**src/rtl/dpw_pkg.sv**
```systemverilog
// package: constants for the wiper command handler
package dpw_pkg;
   localparam logic [6:0] POT_ADDR      = 7'h57;   // 1010111
   localparam logic [1:0] SEL_POT64     = 2'h0;
   localparam logic [1:0] SEL_POT100    = 2'h1;
   localparam logic [1:0] SEL_POT256    = 2'h2;
   localparam logic [1:0] SEL_RESERVED  = 2'h3;
   localparam logic [7:0] MAX_POT64     = 8'h3F;
   localparam logic [7:0] MAX_POT100    = 8'h7F;
   localparam logic [7:0] MAX_POT256    = 8'hFF;
   localparam logic [7:0] NV_DEFAULT    = 8'h00;
   localparam int         WT_BIT        = 7;
   localparam int         CLK_MHZ       = 125;
   localparam int         PROG_TIME_US  = 5000;
   localparam int         PROG_CYCLES   = PROG_TIME_US * CLK_MHZ;
   localparam logic [3:0] BITS_PER_BYTE = 4'h8;
endpackage : dpw_pkg

```
**src/rtl/dpw_bit_if.sv**
```systemverilog
// interface: bit-level events from the serial front end
`timescale 1ns/1ps
interface dpw_bit_if;
   logic start_ev;
   logic stop_ev;
   logic rise_ev;
   logic fall_ev;
   logic sda_val;
   modport fe  (output start_ev, output stop_ev, output rise_ev, output fall_ev, output sda_val);
   modport cmd (input start_ev, input stop_ev, input rise_ev, input fall_ev, input sda_val);
endinterface : dpw_bit_if

```
**src/rtl/dpw_sync.sv**
```systemverilog
// serial line synchroniser and edge / condition detector
`timescale 1ns/1ps
module dpw_sync (
   input  wire logic clk,
   input  wire logic rst,
   input  wire logic scl_in,
   input  wire logic sda_in,
   dpw_bit_if.fe     ev
);
   logic [1:0] scl_s_q;
   logic [1:0] sda_s_q;
   logic       scl_q;
   logic       sda_q;

   always_ff @(posedge clk) begin
      if (rst) begin
         scl_s_q <= 2'h3;
         sda_s_q <= 2'h3;
         scl_q   <= 1'b1;
         sda_q   <= 1'b1;
      end else begin
         scl_s_q <= {scl_s_q[0], scl_in};
         sda_s_q <= {sda_s_q[0], sda_in};
         scl_q   <= scl_s_q[1];
         sda_q   <= sda_s_q[1];
      end
   end

   assign ev.rise_ev  = scl_s_q[1] & ~scl_q;
   assign ev.fall_ev  = ~scl_s_q[1] & scl_q;
   assign ev.start_ev = scl_s_q[1] & scl_q & sda_q & ~sda_s_q[1];
   assign ev.stop_ev  = scl_s_q[1] & scl_q & ~sda_q & sda_s_q[1];
   assign ev.sda_val  = sda_s_q[1];
endmodule : dpw_sync

```
**src/rtl/dpw_top.sv**
```systemverilog
// wiper command handler: serial command decode, wiper and stored copies
// ------------------------------------------------------------
// Function
// - nonvolatile write updates wiper register and stored copy together
// - volatile write updates wiper register only
// - writes are address byte, instruction byte, data byte
// - instruction decoded only when address top seven bits are 1010111
// - select field 00, 01, 10 picks 64, 100, 256 tap unit
// - instruction top bit 1 means nonvolatile, 0 volatile
// - write kind bit ignored in read address phase
// - write opens with 10101110, device acknowledges it
// - valid instruction byte gets a second acknowledge
// - data loads on rising clock of lowest bit, before the ack clock
// - maxima 3Fh and FFh, 100-tap unit own mapping
// - codes above maximum clamp to highest tap, no wrap
// - 64 and 256 tap codes equal tap number
// - select field 11 reserved, no acknowledge
// - each write independent of previous value
// - stored copies shipped as zero
// - read is dummy write, repeated start, read address, one byte
// - read returns volatile wiper register of selected unit
// - unused upper read bits undefined per unit
// - nonvolatile write starts programming cycle blocking commands
// - no address acknowledge while programming
// - wiper registers load from stored copies at power-up
// ------------------------------------------------------------
`timescale 1ns/1ps
module dpw_top #(
   parameter int PROG_CYCLES = dpw_pkg::PROG_CYCLES
) (
   input  wire logic       CLK_SYS,
   input  wire logic       SYS_RST,
   input  wire logic       SCL_IN,
   input  wire logic       SDA_IN,
   output logic            SDA_OUT,
   output logic            SDA_OE_N,
   input  wire logic       WRITE_PERMIT_LATCH,
   output logic [7:0]      WIPER_POT64,
   output logic [7:0]      WIPER_POT100,
   output logic [7:0]      WIPER_POT256,
   output logic [7:0]      STORED_POT64,
   output logic [7:0]      STORED_POT100,
   output logic [7:0]      STORED_POT256,
   output logic            PROG_BUSY
);
   // ------------------------------------------------------------
   // front end
   // ------------------------------------------------------------
   dpw_bit_if ev ();

   dpw_sync u_sync (
      .clk    (CLK_SYS),
      .rst    (SYS_RST),
      .scl_in (SCL_IN),
      .sda_in (SDA_IN),
      .ev     (ev)
   );

   logic [1:0] wel_s_q;
   always_ff @(posedge CLK_SYS) begin
      if (SYS_RST) begin
         wel_s_q <= 2'h0;
      end else begin
         wel_s_q <= {wel_s_q[0], WRITE_PERMIT_LATCH};
      end
   end

   // ------------------------------------------------------------
   // protocol state
   // ------------------------------------------------------------
   typedef enum logic [2:0] {
      ST_IDLE  = 3'b000,
      ST_ADDR  = 3'b001,
      ST_INSTR = 3'b010,
      ST_DATA  = 3'b011,
      ST_READ  = 3'b100,
      ST_MACK  = 3'b101,
      ST_SKIP  = 3'b110
   } dpw_state_e;

   dpw_state_e st_q;
   logic [3:0] bit_q;
   logic [7:0] shift_q;
   logic       ack_q;
   logic [1:0] sel_q;
   logic       wt_q;
   logic       is_read_q;
   logic       instr_ok_q;
   logic       nv_pend_q;
   logic [7:0] rd_q;
   logic [31:0] prog_q;
   logic [7:0] wiper_q [3];
   logic [7:0] stored_q [3];
   logic       recall_q;

   logic [7:0] byte_in;
   logic       byte_done;
   logic       busy;
   assign byte_in   = {shift_q[6:0], ev.sda_val};
   assign byte_done = ev.rise_ev && (bit_q == dpw_pkg::BITS_PER_BYTE - 4'h1) && !ack_q;
   assign busy      = (prog_q != 32'h0000_0000);

   function automatic logic [7:0] clamp(input logic [1:0] sel, input logic [7:0] v);
      logic [7:0] mx;
      mx = (sel == dpw_pkg::SEL_POT64)  ? dpw_pkg::MAX_POT64 :
           (sel == dpw_pkg::SEL_POT100) ? dpw_pkg::MAX_POT100 : dpw_pkg::MAX_POT256;
      return (v > mx) ? mx : v;
   endfunction : clamp

   // ------------------------------------------------------------
   // byte sequencer
   // ------------------------------------------------------------
   logic do_write;
   always_ff @(posedge CLK_SYS) begin
      if (SYS_RST) begin
         st_q       <= ST_IDLE;
         bit_q      <= 4'h0;
         shift_q    <= 8'h00;
         ack_q      <= 1'b0;
         sel_q      <= 2'h0;
         wt_q       <= 1'b0;
         is_read_q  <= 1'b0;
         instr_ok_q <= 1'b0;
         nv_pend_q  <= 1'b0;
         do_write   <= 1'b0;
      end else begin
         do_write <= 1'b0;
         if (ev.stop_ev) begin
            st_q <= ST_IDLE;
            ack_q <= 1'b0;
         end else if (ev.start_ev) begin
            st_q  <= ST_ADDR;  // repeated start also lands here
            bit_q <= 4'h0;
            ack_q <= 1'b0;
         end else if (ev.rise_ev && !ack_q && st_q != ST_IDLE && st_q != ST_READ &&
                      st_q != ST_MACK) begin
            shift_q <= byte_in;
            bit_q   <= bit_q + 4'h1;
            if (byte_done) begin
               bit_q <= 4'h0;
               case (st_q)
                  ST_ADDR: begin
                     if (byte_in[7:1] == dpw_pkg::POT_ADDR && !busy) begin
                        ack_q     <= 1'b1;
                        is_read_q <= byte_in[0];
                        st_q      <= (byte_in[0] && instr_ok_q) ? ST_READ : ST_INSTR;
                     end else begin
                        st_q <= ST_SKIP;
                     end
                  end
                  ST_INSTR: begin
                     sel_q <= byte_in[1:0];
                     wt_q  <= byte_in[dpw_pkg::WT_BIT];
                     if (byte_in[1:0] != dpw_pkg::SEL_RESERVED) begin
                        ack_q      <= 1'b1;
                        instr_ok_q <= 1'b1;
                        st_q       <= ST_DATA;
                     end else begin
                        instr_ok_q <= 1'b0;
                        st_q       <= ST_SKIP;
                     end
                  end
                  ST_DATA: begin
                     ack_q    <= 1'b1;
                     do_write <= wel_s_q[1];
                     nv_pend_q <= wel_s_q[1] & wt_q;
                     st_q     <= ST_SKIP;
                  end
                  default: st_q <= ST_SKIP;
               endcase
            end
         end else if (ev.fall_ev && ack_q && ack_drive_q) begin
            ack_q <= 1'b0;  // ack slot ends on the falling edge after its own rise
         end else if (ev.rise_ev && st_q == ST_READ && !ack_q) begin
            bit_q <= bit_q + 4'h1;
            if (bit_q == dpw_pkg::BITS_PER_BYTE - 4'h1) begin
               st_q  <= ST_MACK;
               bit_q <= 4'h0;
            end
         end else if (ev.rise_ev && st_q == ST_MACK) begin
            st_q <= ST_SKIP;  // one byte only
         end
         if (ev.stop_ev) begin
            nv_pend_q <= 1'b0;
         end
      end
   end

   // ------------------------------------------------------------
   // ack / read drive; ack applied after the falling edge of the 8th bit
   // ------------------------------------------------------------
   logic ack_drive_q;
   always_ff @(posedge CLK_SYS) begin
      if (SYS_RST) begin
         ack_drive_q <= 1'b0;
      end else if (ev.start_ev || ev.stop_ev) begin
         ack_drive_q <= 1'b0;
      end else if (ev.fall_ev) begin
         ack_drive_q <= ack_q && !ack_drive_q;
      end
   end

   always_ff @(posedge CLK_SYS) begin
      if (SYS_RST) begin
         rd_q <= 8'h00;
      end else if (ev.fall_ev && ack_q && st_q == ST_READ) begin
         rd_q <= wiper_q[sel_q];
      end else if (ev.fall_ev && st_q == ST_READ && !ack_drive_q) begin
         rd_q <= {rd_q[6:0], 1'b1};
      end
   end

   always_ff @(posedge CLK_SYS) begin
      if (SYS_RST) begin
         SDA_OUT  <= 1'b1;
         SDA_OE_N <= 1'b1;
      end else if (ev.start_ev || ev.stop_ev) begin
         SDA_OUT  <= 1'b1;
         SDA_OE_N <= 1'b1;
      end else if (ev.fall_ev) begin
         if (ack_q && !ack_drive_q) begin
            SDA_OUT  <= 1'b0;
            SDA_OE_N <= 1'b0;
         end else if (st_q == ST_READ) begin
            // after the first data bit rd_q shifts on this same edge: show the bit that moves into the top
            SDA_OUT  <= ack_q ? rd_q[7] : rd_q[6];
            SDA_OE_N <= 1'b0;
         end else begin
            SDA_OUT  <= 1'b1;
            SDA_OE_N <= 1'b1;
         end
      end
   end

   // ------------------------------------------------------------
   // programming cycle
   // ------------------------------------------------------------
   always_ff @(posedge CLK_SYS) begin
      if (SYS_RST) begin
         prog_q <= 32'h0000_0000;
      end else if (ev.stop_ev && nv_pend_q) begin
         prog_q <= 32'(PROG_CYCLES);
      end else if (busy) begin
         prog_q <= prog_q - 32'h0000_0001;
      end
   end

   // ------------------------------------------------------------
   // wiper and stored copies
   // ------------------------------------------------------------
   always_ff @(posedge CLK_SYS) begin
      if (SYS_RST) begin
         recall_q <= 1'b1;
      end else begin
         recall_q <= 1'b0;
      end
   end

   genvar gi;
   generate
      for (gi = 0; gi < 3; gi++) begin : g_pot
         always_ff @(posedge CLK_SYS) begin
            if (SYS_RST) begin
               stored_q[gi] <= dpw_pkg::NV_DEFAULT;
            end else if (do_write && wt_q && sel_q == 2'(gi)) begin
               stored_q[gi] <= clamp(sel_q, shift_q);
            end
         end
         always_ff @(posedge CLK_SYS) begin
            if (SYS_RST) begin
               wiper_q[gi] <= dpw_pkg::NV_DEFAULT;
            end else if (recall_q) begin
               wiper_q[gi] <= stored_q[gi];
            end else if (do_write && sel_q == 2'(gi)) begin
               wiper_q[gi] <= clamp(sel_q, shift_q);
            end
         end
      end
   endgenerate

   always_ff @(posedge CLK_SYS) begin
      if (SYS_RST) begin
         WIPER_POT64   <= dpw_pkg::NV_DEFAULT;
         WIPER_POT100  <= dpw_pkg::NV_DEFAULT;
         WIPER_POT256  <= dpw_pkg::NV_DEFAULT;
         STORED_POT64  <= dpw_pkg::NV_DEFAULT;
         STORED_POT100 <= dpw_pkg::NV_DEFAULT;
         STORED_POT256 <= dpw_pkg::NV_DEFAULT;
         PROG_BUSY     <= 1'b0;
      end else begin
         WIPER_POT64   <= wiper_q[0];
         WIPER_POT100  <= wiper_q[1];
         WIPER_POT256  <= wiper_q[2];
         STORED_POT64  <= stored_q[0];
         STORED_POT100 <= stored_q[1];
         STORED_POT256 <= stored_q[2];
         PROG_BUSY     <= busy;
      end
   end
endmodule : dpw_top

```
**config.mk**
```make
export PLATFORM = sky130hd
export DESIGN_NAME = dpw_top
export DESIGN_NICKNAME = d
export VERILOG_FILES = /design/src/rtl/dpw_pkg.sv /design/src/rtl/dpw_bit_if.sv /design/src/rtl/dpw_sync.sv /design/src/rtl/dpw_top.sv
export SDC_FILE = /design/constraint.sdc
export NUM_CORES = 1
export LEC_CHECK = 0
export ABC_CLOCK_PERIOD_IN_PS = 3300
export BUFFER_PORTS_ARGS = -buffer_cell sky130_fd_sc_hd__buf_2
export CAP_MARGIN = 10
export CORE_MARGIN = 1
export CORE_UTILIZATION = 54
export DETAILED_ROUTE_END_ITERATION = 8
export PLACE_DENSITY_LB_ADDON = 0.2
export SKIP_CTS_REPAIR_TIMING = 1
export SLEW_MARGIN = 30
export SYNTH_ARGS = -nofsm -noshare
export SYNTH_HDL_FRONTEND = slang
export SYNTH_SLANG_ARGS = --single-unit
```
**constraint.sdc**
```tcl
create_clock -name CLK_SYS -period 3.3 [get_ports CLK_SYS]
set_clock_uncertainty 0.2 [all_clocks]
set_input_delay 0.33 -clock CLK_SYS [delete_from_list [all_inputs] [get_ports CLK_SYS]]
set_output_delay 0.33 -clock CLK_SYS [all_outputs]
set_load 0.02 [all_outputs]
```
* Word-level counts from Yosys, hierarchy flattened *
Memories as Yosys holds them, arrays and structs flattened. A register that Yosys moved wholly into a read port is not among the register bits.
Cells that the tools add are included.
Widths: inputs -> output; s select.

storage, ports and cells
  register bits after elaboration = 99
  bits in writable memories = 48
  input port bits = 5
  word-level logic and storage cells = 201
  memories kept = 2

operators by class
  add/subtract/negate cells = 2
  order comparisons = 1
  equal/unequal tests = 21
  multiplexer cells = 73
  bitwise operators = 26
  reductions and logical operators = 50

memories
  memory    depth  width  read ports  clocked after Yosys merged registers in  write ports  RTL line       text
  stored_q  3      8      3           0                                        3            dpw_top.sv:93  logic [7:0] stored_q [3];
  wiper_q   3      8      4           4                                        3            dpw_top.sv:92  logic [7:0] wiper_q [3];

operators with widths
  kind                   count
  $mux 8                 14
  $mux 20                2
  $mux 1                 38
  $reduce_bool 32->1     1
  $sub 32x1->32 const B  1
  $mux 3                 9
  $logic_and 1x1->1      25
  $mux 4                 6
  $ne 3x3->1 const B     7
  $reduce_and 4->1       3
  $reduce_and 5->1       2
  $not 1->1              9
  $or 1x1->1             9
  $reduce_bool 3->1      3
  $and 1x1->1            8
  $gt 8x8->1             1
  $eq 7x7->1 const B     1
  $eq 3x2->1 const B     2
  $eq 3x3->1 const B     2
  $ne 2x2->1 const B     3
  $pmux 3 s2             1
  $reduce_and 3->1       2
  $reduce_bool 2->1      3
  $reduce_or 2->1        3
  other kinds (15)       18

* Depth between registers and ports, before layout *
  word-level depth = 9
  gate-level depth with buffers = 8
  depth with buffers taken out = 7

* Cells and area by module *
A second synthesis with hierarchy kept.

unflattened totals
  cells, all modules = 681
  area, all modules = 6,880.3 sq um

by module, submodules not included
  module    times used  cells each  area an instance (sq um)  sequential area each (sq um)
  dpw_top   1           665         6,690.2                   3,823.7
  dpw_sync  1           16          190.2                     120.1

* Worst setup path after synthesis *
OpenSTA, ideal clock, no wires.

  path kind = reg2reg
  from = reg prog_q[25]
  to = reg prog_q[6]
  library setup time = 0.132 ns
  arrival = 2.076 ns
  data required time = 2.968 ns
  slack = 0.891 ns
  stages on the path, launching flop included = 7
  path buffers = 1
  clock period less this slack = 2.409 ns
  path through = dfxtp_1 -> or4_4 -> or4_4 -> buf_6 -> o31ai_1 -> or2_2 -> a31oi_1

between the ends
  word-level cells in the longest chain between the ends = 2

ends and longest elaborated chain
  element                             RTL line        text
  start: declaration                  dpw_top.sv:91   logic [31:0] prog_q;
  start signal: assignment            dpw_top.sv:242  prog_q <= 32'(PROG_CYCLES);
  start signal: assignment            dpw_top.sv:244  prog_q <= prog_q - 32'h0000_0001;
  $reduce_bool 32->1                  dpw_top.sv:101  assign busy = (prog_q != 32'h0000_0000);
  $reduce_bool 2->1 (no source line)  -

Every way passes these cells.
A chain may end at the register's enable or synchronous reset.

* Final worst setup path *
  from = reg u_sync.scl_s_q[1]
  to = reg st_q[0]

between the ends
  word-level cells in the longest chain between the ends = 7

ends and longest elaborated chain
  element                                                             RTL line                        text
  start: declaration                                                  dpw_sync.sv:10                  logic [1:0] scl_s_q;
  start signal: assignment                                            dpw_sync.sv:22                  scl_s_q <= {scl_s_q[0], scl_in};
  $and 1x1->1                                                         dpw_sync.sv:29                  assign ev.rise_ev = scl_s_q[1] & ~scl_q;
  $logic_and 1x1->1 (on tied branches) (2 in a row)                   dpw_top.sv:135, dpw_top.sv:174
  $logic_and 1x1->1 / $mux 3 (equally long branches)                  dpw_top.sv:135, dpw_top.sv:174
  $logic_and 1x1->1 / $mux 3 (equally long branches)                  dpw_top.sv:135, dpw_top.sv:172
  $ne 4x4->1 (no source line) (tied with other cells)                 -
  $reduce_and 4->1 (no source line) / $mux 1 (equally long branches)  -
  end signal: assignment                                              dpw_top.sv:146                  st_q <= (byte_in[0] && instr_ok_q) ? ST_READ : ST_INSTR;
  end: declaration                                                    dpw_top.sv:81                   dpw_state_e st_q;

Parallel ways exist; a longest one is shown, timed or not. The select of a mux whose other input is x is not followed.

==> run summary <==
status: finished, final reports clean
min Tclk post-route: 2570 ps
CTS tree: built
crit path kind: reg -> reg
Most flops, register: prog_q
synth unique cells: 60
commonest register cell after synthesis: dfxtp_1
hold crit path type: in -> reg
CORE AREA: 12200 µm²
synth top area cells: dfxtp_1 (37%), edfxtp_1 (21%), nor2b_1 (5.6%), nor2_1 (4.4%), o21ai_0 (3.7%)
Mapped Cells: 673
CTS root buffer: clkbuf_16
Tot GR Track Use: 23.0%
max reg flops: 32
RSZ-0062 raised after global routing: false
post-synthesis mux area share: 3.38%
TritonRoute pass-1 iters: 7
global-route wire length before repair: 22900 µm
period utilization: 78.0%
crit-path max cell delay: 490 ps
clock buffer depth: 2
Die Y: 115 µm
worst skew pair latency: 440 ps
Avg WL per Cell: 15.7 µm
largest delay contributor family on the critical path: simple AND/OR/NAND/NOR gates
Cell Count Post-Placement: 880
Vias/cell: 5.52
die area: 13100 µm²
Post-Synth Simple-Gate Area: 23.0%
share of cells above drive strength 1: 16.3%
H-tree levels: 4
largest net degree at the start of global routing: 37
worst path required time: 3450 ps
# rows: 40
final hold vios: 0
CP Max Fanout: 10
syn_nets: 683
antenna violations before repair: 0
Setup Total Neg Slack: 0 ps
Slew @ Worst Pin: 903 ps
area delta synth->final: 15.5%
Post-Syn Area per Cell: 10.2 µm²
DRT antenna net count: 0
Critical Path End Type: flip-flop
final net count: 744
PortBufs: 55
Routed Wire Length: 14400 µm
Worst slew margin: 39.4%
number of flops mapped to enable cells by yosys: 48
PwrDens: 818 nW/µm²
DRC viols: 0
share of flip-flops with an asynchronous set or reset: 0%
CP Launch Type: flip-flop
xor/xnor share of the synthesized area: 1.54%
Setup Viol. Count Final: 0
Ports: 56
commonest cells in the netlist: dfxtp_1 (125), nor2_1 (80), nand2_1 (66), nor2b_1 (61), o21ai_0 (51)
count leader, synth: dfxtp_1
Detailed Route Iter0 Violations: 379
FF+latch count, synth: 173
CP Cell Sequence: or3b_4, or2_1, o22a_1, or4_1, a311oi_1
static leakage: 0.00304 µW
# diodes: 0
Initial Util: 56.3%
Compound-Gate Fraction of Synth Area: 11.5%
max-slew violations: 0
slowest CP cell: dfxtp_1
post-synth top area cell: dfxtp_1
largest family of logic cells by synthesized area: simple AND/OR/NAND/NOR gates
CTS Sinks: 173
area of the mapped netlist: 6850 µm²
die width: 115 µm
Max Clk Rate: 389 MHz
adder-cell share of the synthesized area: 0.914%
Finished Layout Cells: 915
register-to-register setup slack: 730 ps
share of the synthesized area in the top cell type: 36.5%
biggest regs: prog_q x32, stored_q x24, wiper_q x24
yosys warns: 0
TritonCTS Buffers: 17
vias in the first global route: 4586
MaxCap Viol Count: 0
Post-DP HPWL: 9960 µm
vias post-DR: 5048
GR Overflow Total: 0
worst vdd ir: 432 µV
clock slew at reported path FFs: 70 ps
Placer Congestion: 0.867
CP Buf/Inv Count: 0
sequential-to-total area share from yosys stat: 57.6%
WP data arrival: 2720 ps
==> report_power, final <==
group          switching (µW)  leakage (µW)  total (µW)  internal (µW)
clock network             879      0.000286        1950           1070
logic                    1140       0.00124        1870            731
registers                 210       0.00151        2650           2440
total                    2220       0.00304        6470           4240
==> per-layer routing <==
metal / GRT usage [%] / up-vias / wire, µm
met2: 34.8 / 151 / 6640
met3: 5.82 / 20 / 766
met4: 8.66 / 0 / 242
li1: - / 2497 / -
met5: 0 / - / 0
met1: 31.8 / 2380 / 6720
==> cells in the final DEF, fill, tap and decap left out, types with 5 or more instances in the layout <==
master / instances
dfxtp_1: 125
nor2_1: 80
nand2_1: 66
nor2b_1: 61
buf_2: 55
o21ai_0: 51
edfxtp_1: 48
a21oi_1: 27
mux2i_1: 22
or3_1: 17
clkbuf_16: 17
nand3_1: 10
o31ai_1: 10
or2_2: 10
inv_1: 9
xor2_1: 9
a31oi_1: 9
or4_1: 9
buf_4: 9
nor3_1: 8
a211oi_1: 8
a22oi_1: 7
nand2b_1: 5
ha_1: 5
==> through the flow <==
| step | cell area (µm²) | power, µW | hold slack [ps] | setup WS [ps] | utilization, % |
|---|---|---|---|---|---|
| 3_5_place_dp | 7290 | 4510 | 194 | 773 | 60.0 |
| 5_1_grt | 7910 | 6790 | 185 | 560 | 65.0 |
| 4_1_cts | 7880 | 6470 | -144 | 741 | 64.8 |
| 2_1_floorplan | 6850 | 4140 | 158 | 891 | - |
| 6_report | 7910 | 6470 | 165 | 727 | 65.0 |
| 3_3_place_gp | 7290 | 4440 | 192 | 812 | 60.0 |
==> kinds of logic after synthesis <==
family,Yosys count
adders and majority gates,5
muxes,23
and+or+nand+nor,297
DFF,173
xor gates and xnor gates,12
AOI/OAI and AO/OA,129
buffers and inverters,34
==> final timing paths <==
path	endpoint	cells past startpoint	from
setup / recovery	st_q[0]$_SDFFE_PP0P_	5	u_sync.scl_s_q[1]$_SDFF_PP1_
hold reg to reg	u_sync.scl_s_q[1]$_SDFF_PP1_	1	u_sync.scl_s_q[0]$_SDFF_PP1_
hold / removal	recall_q$_DFF_P_	1	SYS_RST
setup reg to reg	st_q[0]$_SDFFE_PP0P_	5	u_sync.scl_s_q[1]$_SDFF_PP1_
==> layout make-up <==
type | instances | area [µm²]
fill | 1004 | 4260
sequential | 173 | 3940
multi-input combinational | 466 | 2760
clock buffer | 18 | 429
timing repair buffer | 67 | 373
tap | 168 | 210
clock inverter | 14 | 153
inverter | 9 | 33.8
(Power assumes the default switching activity.)
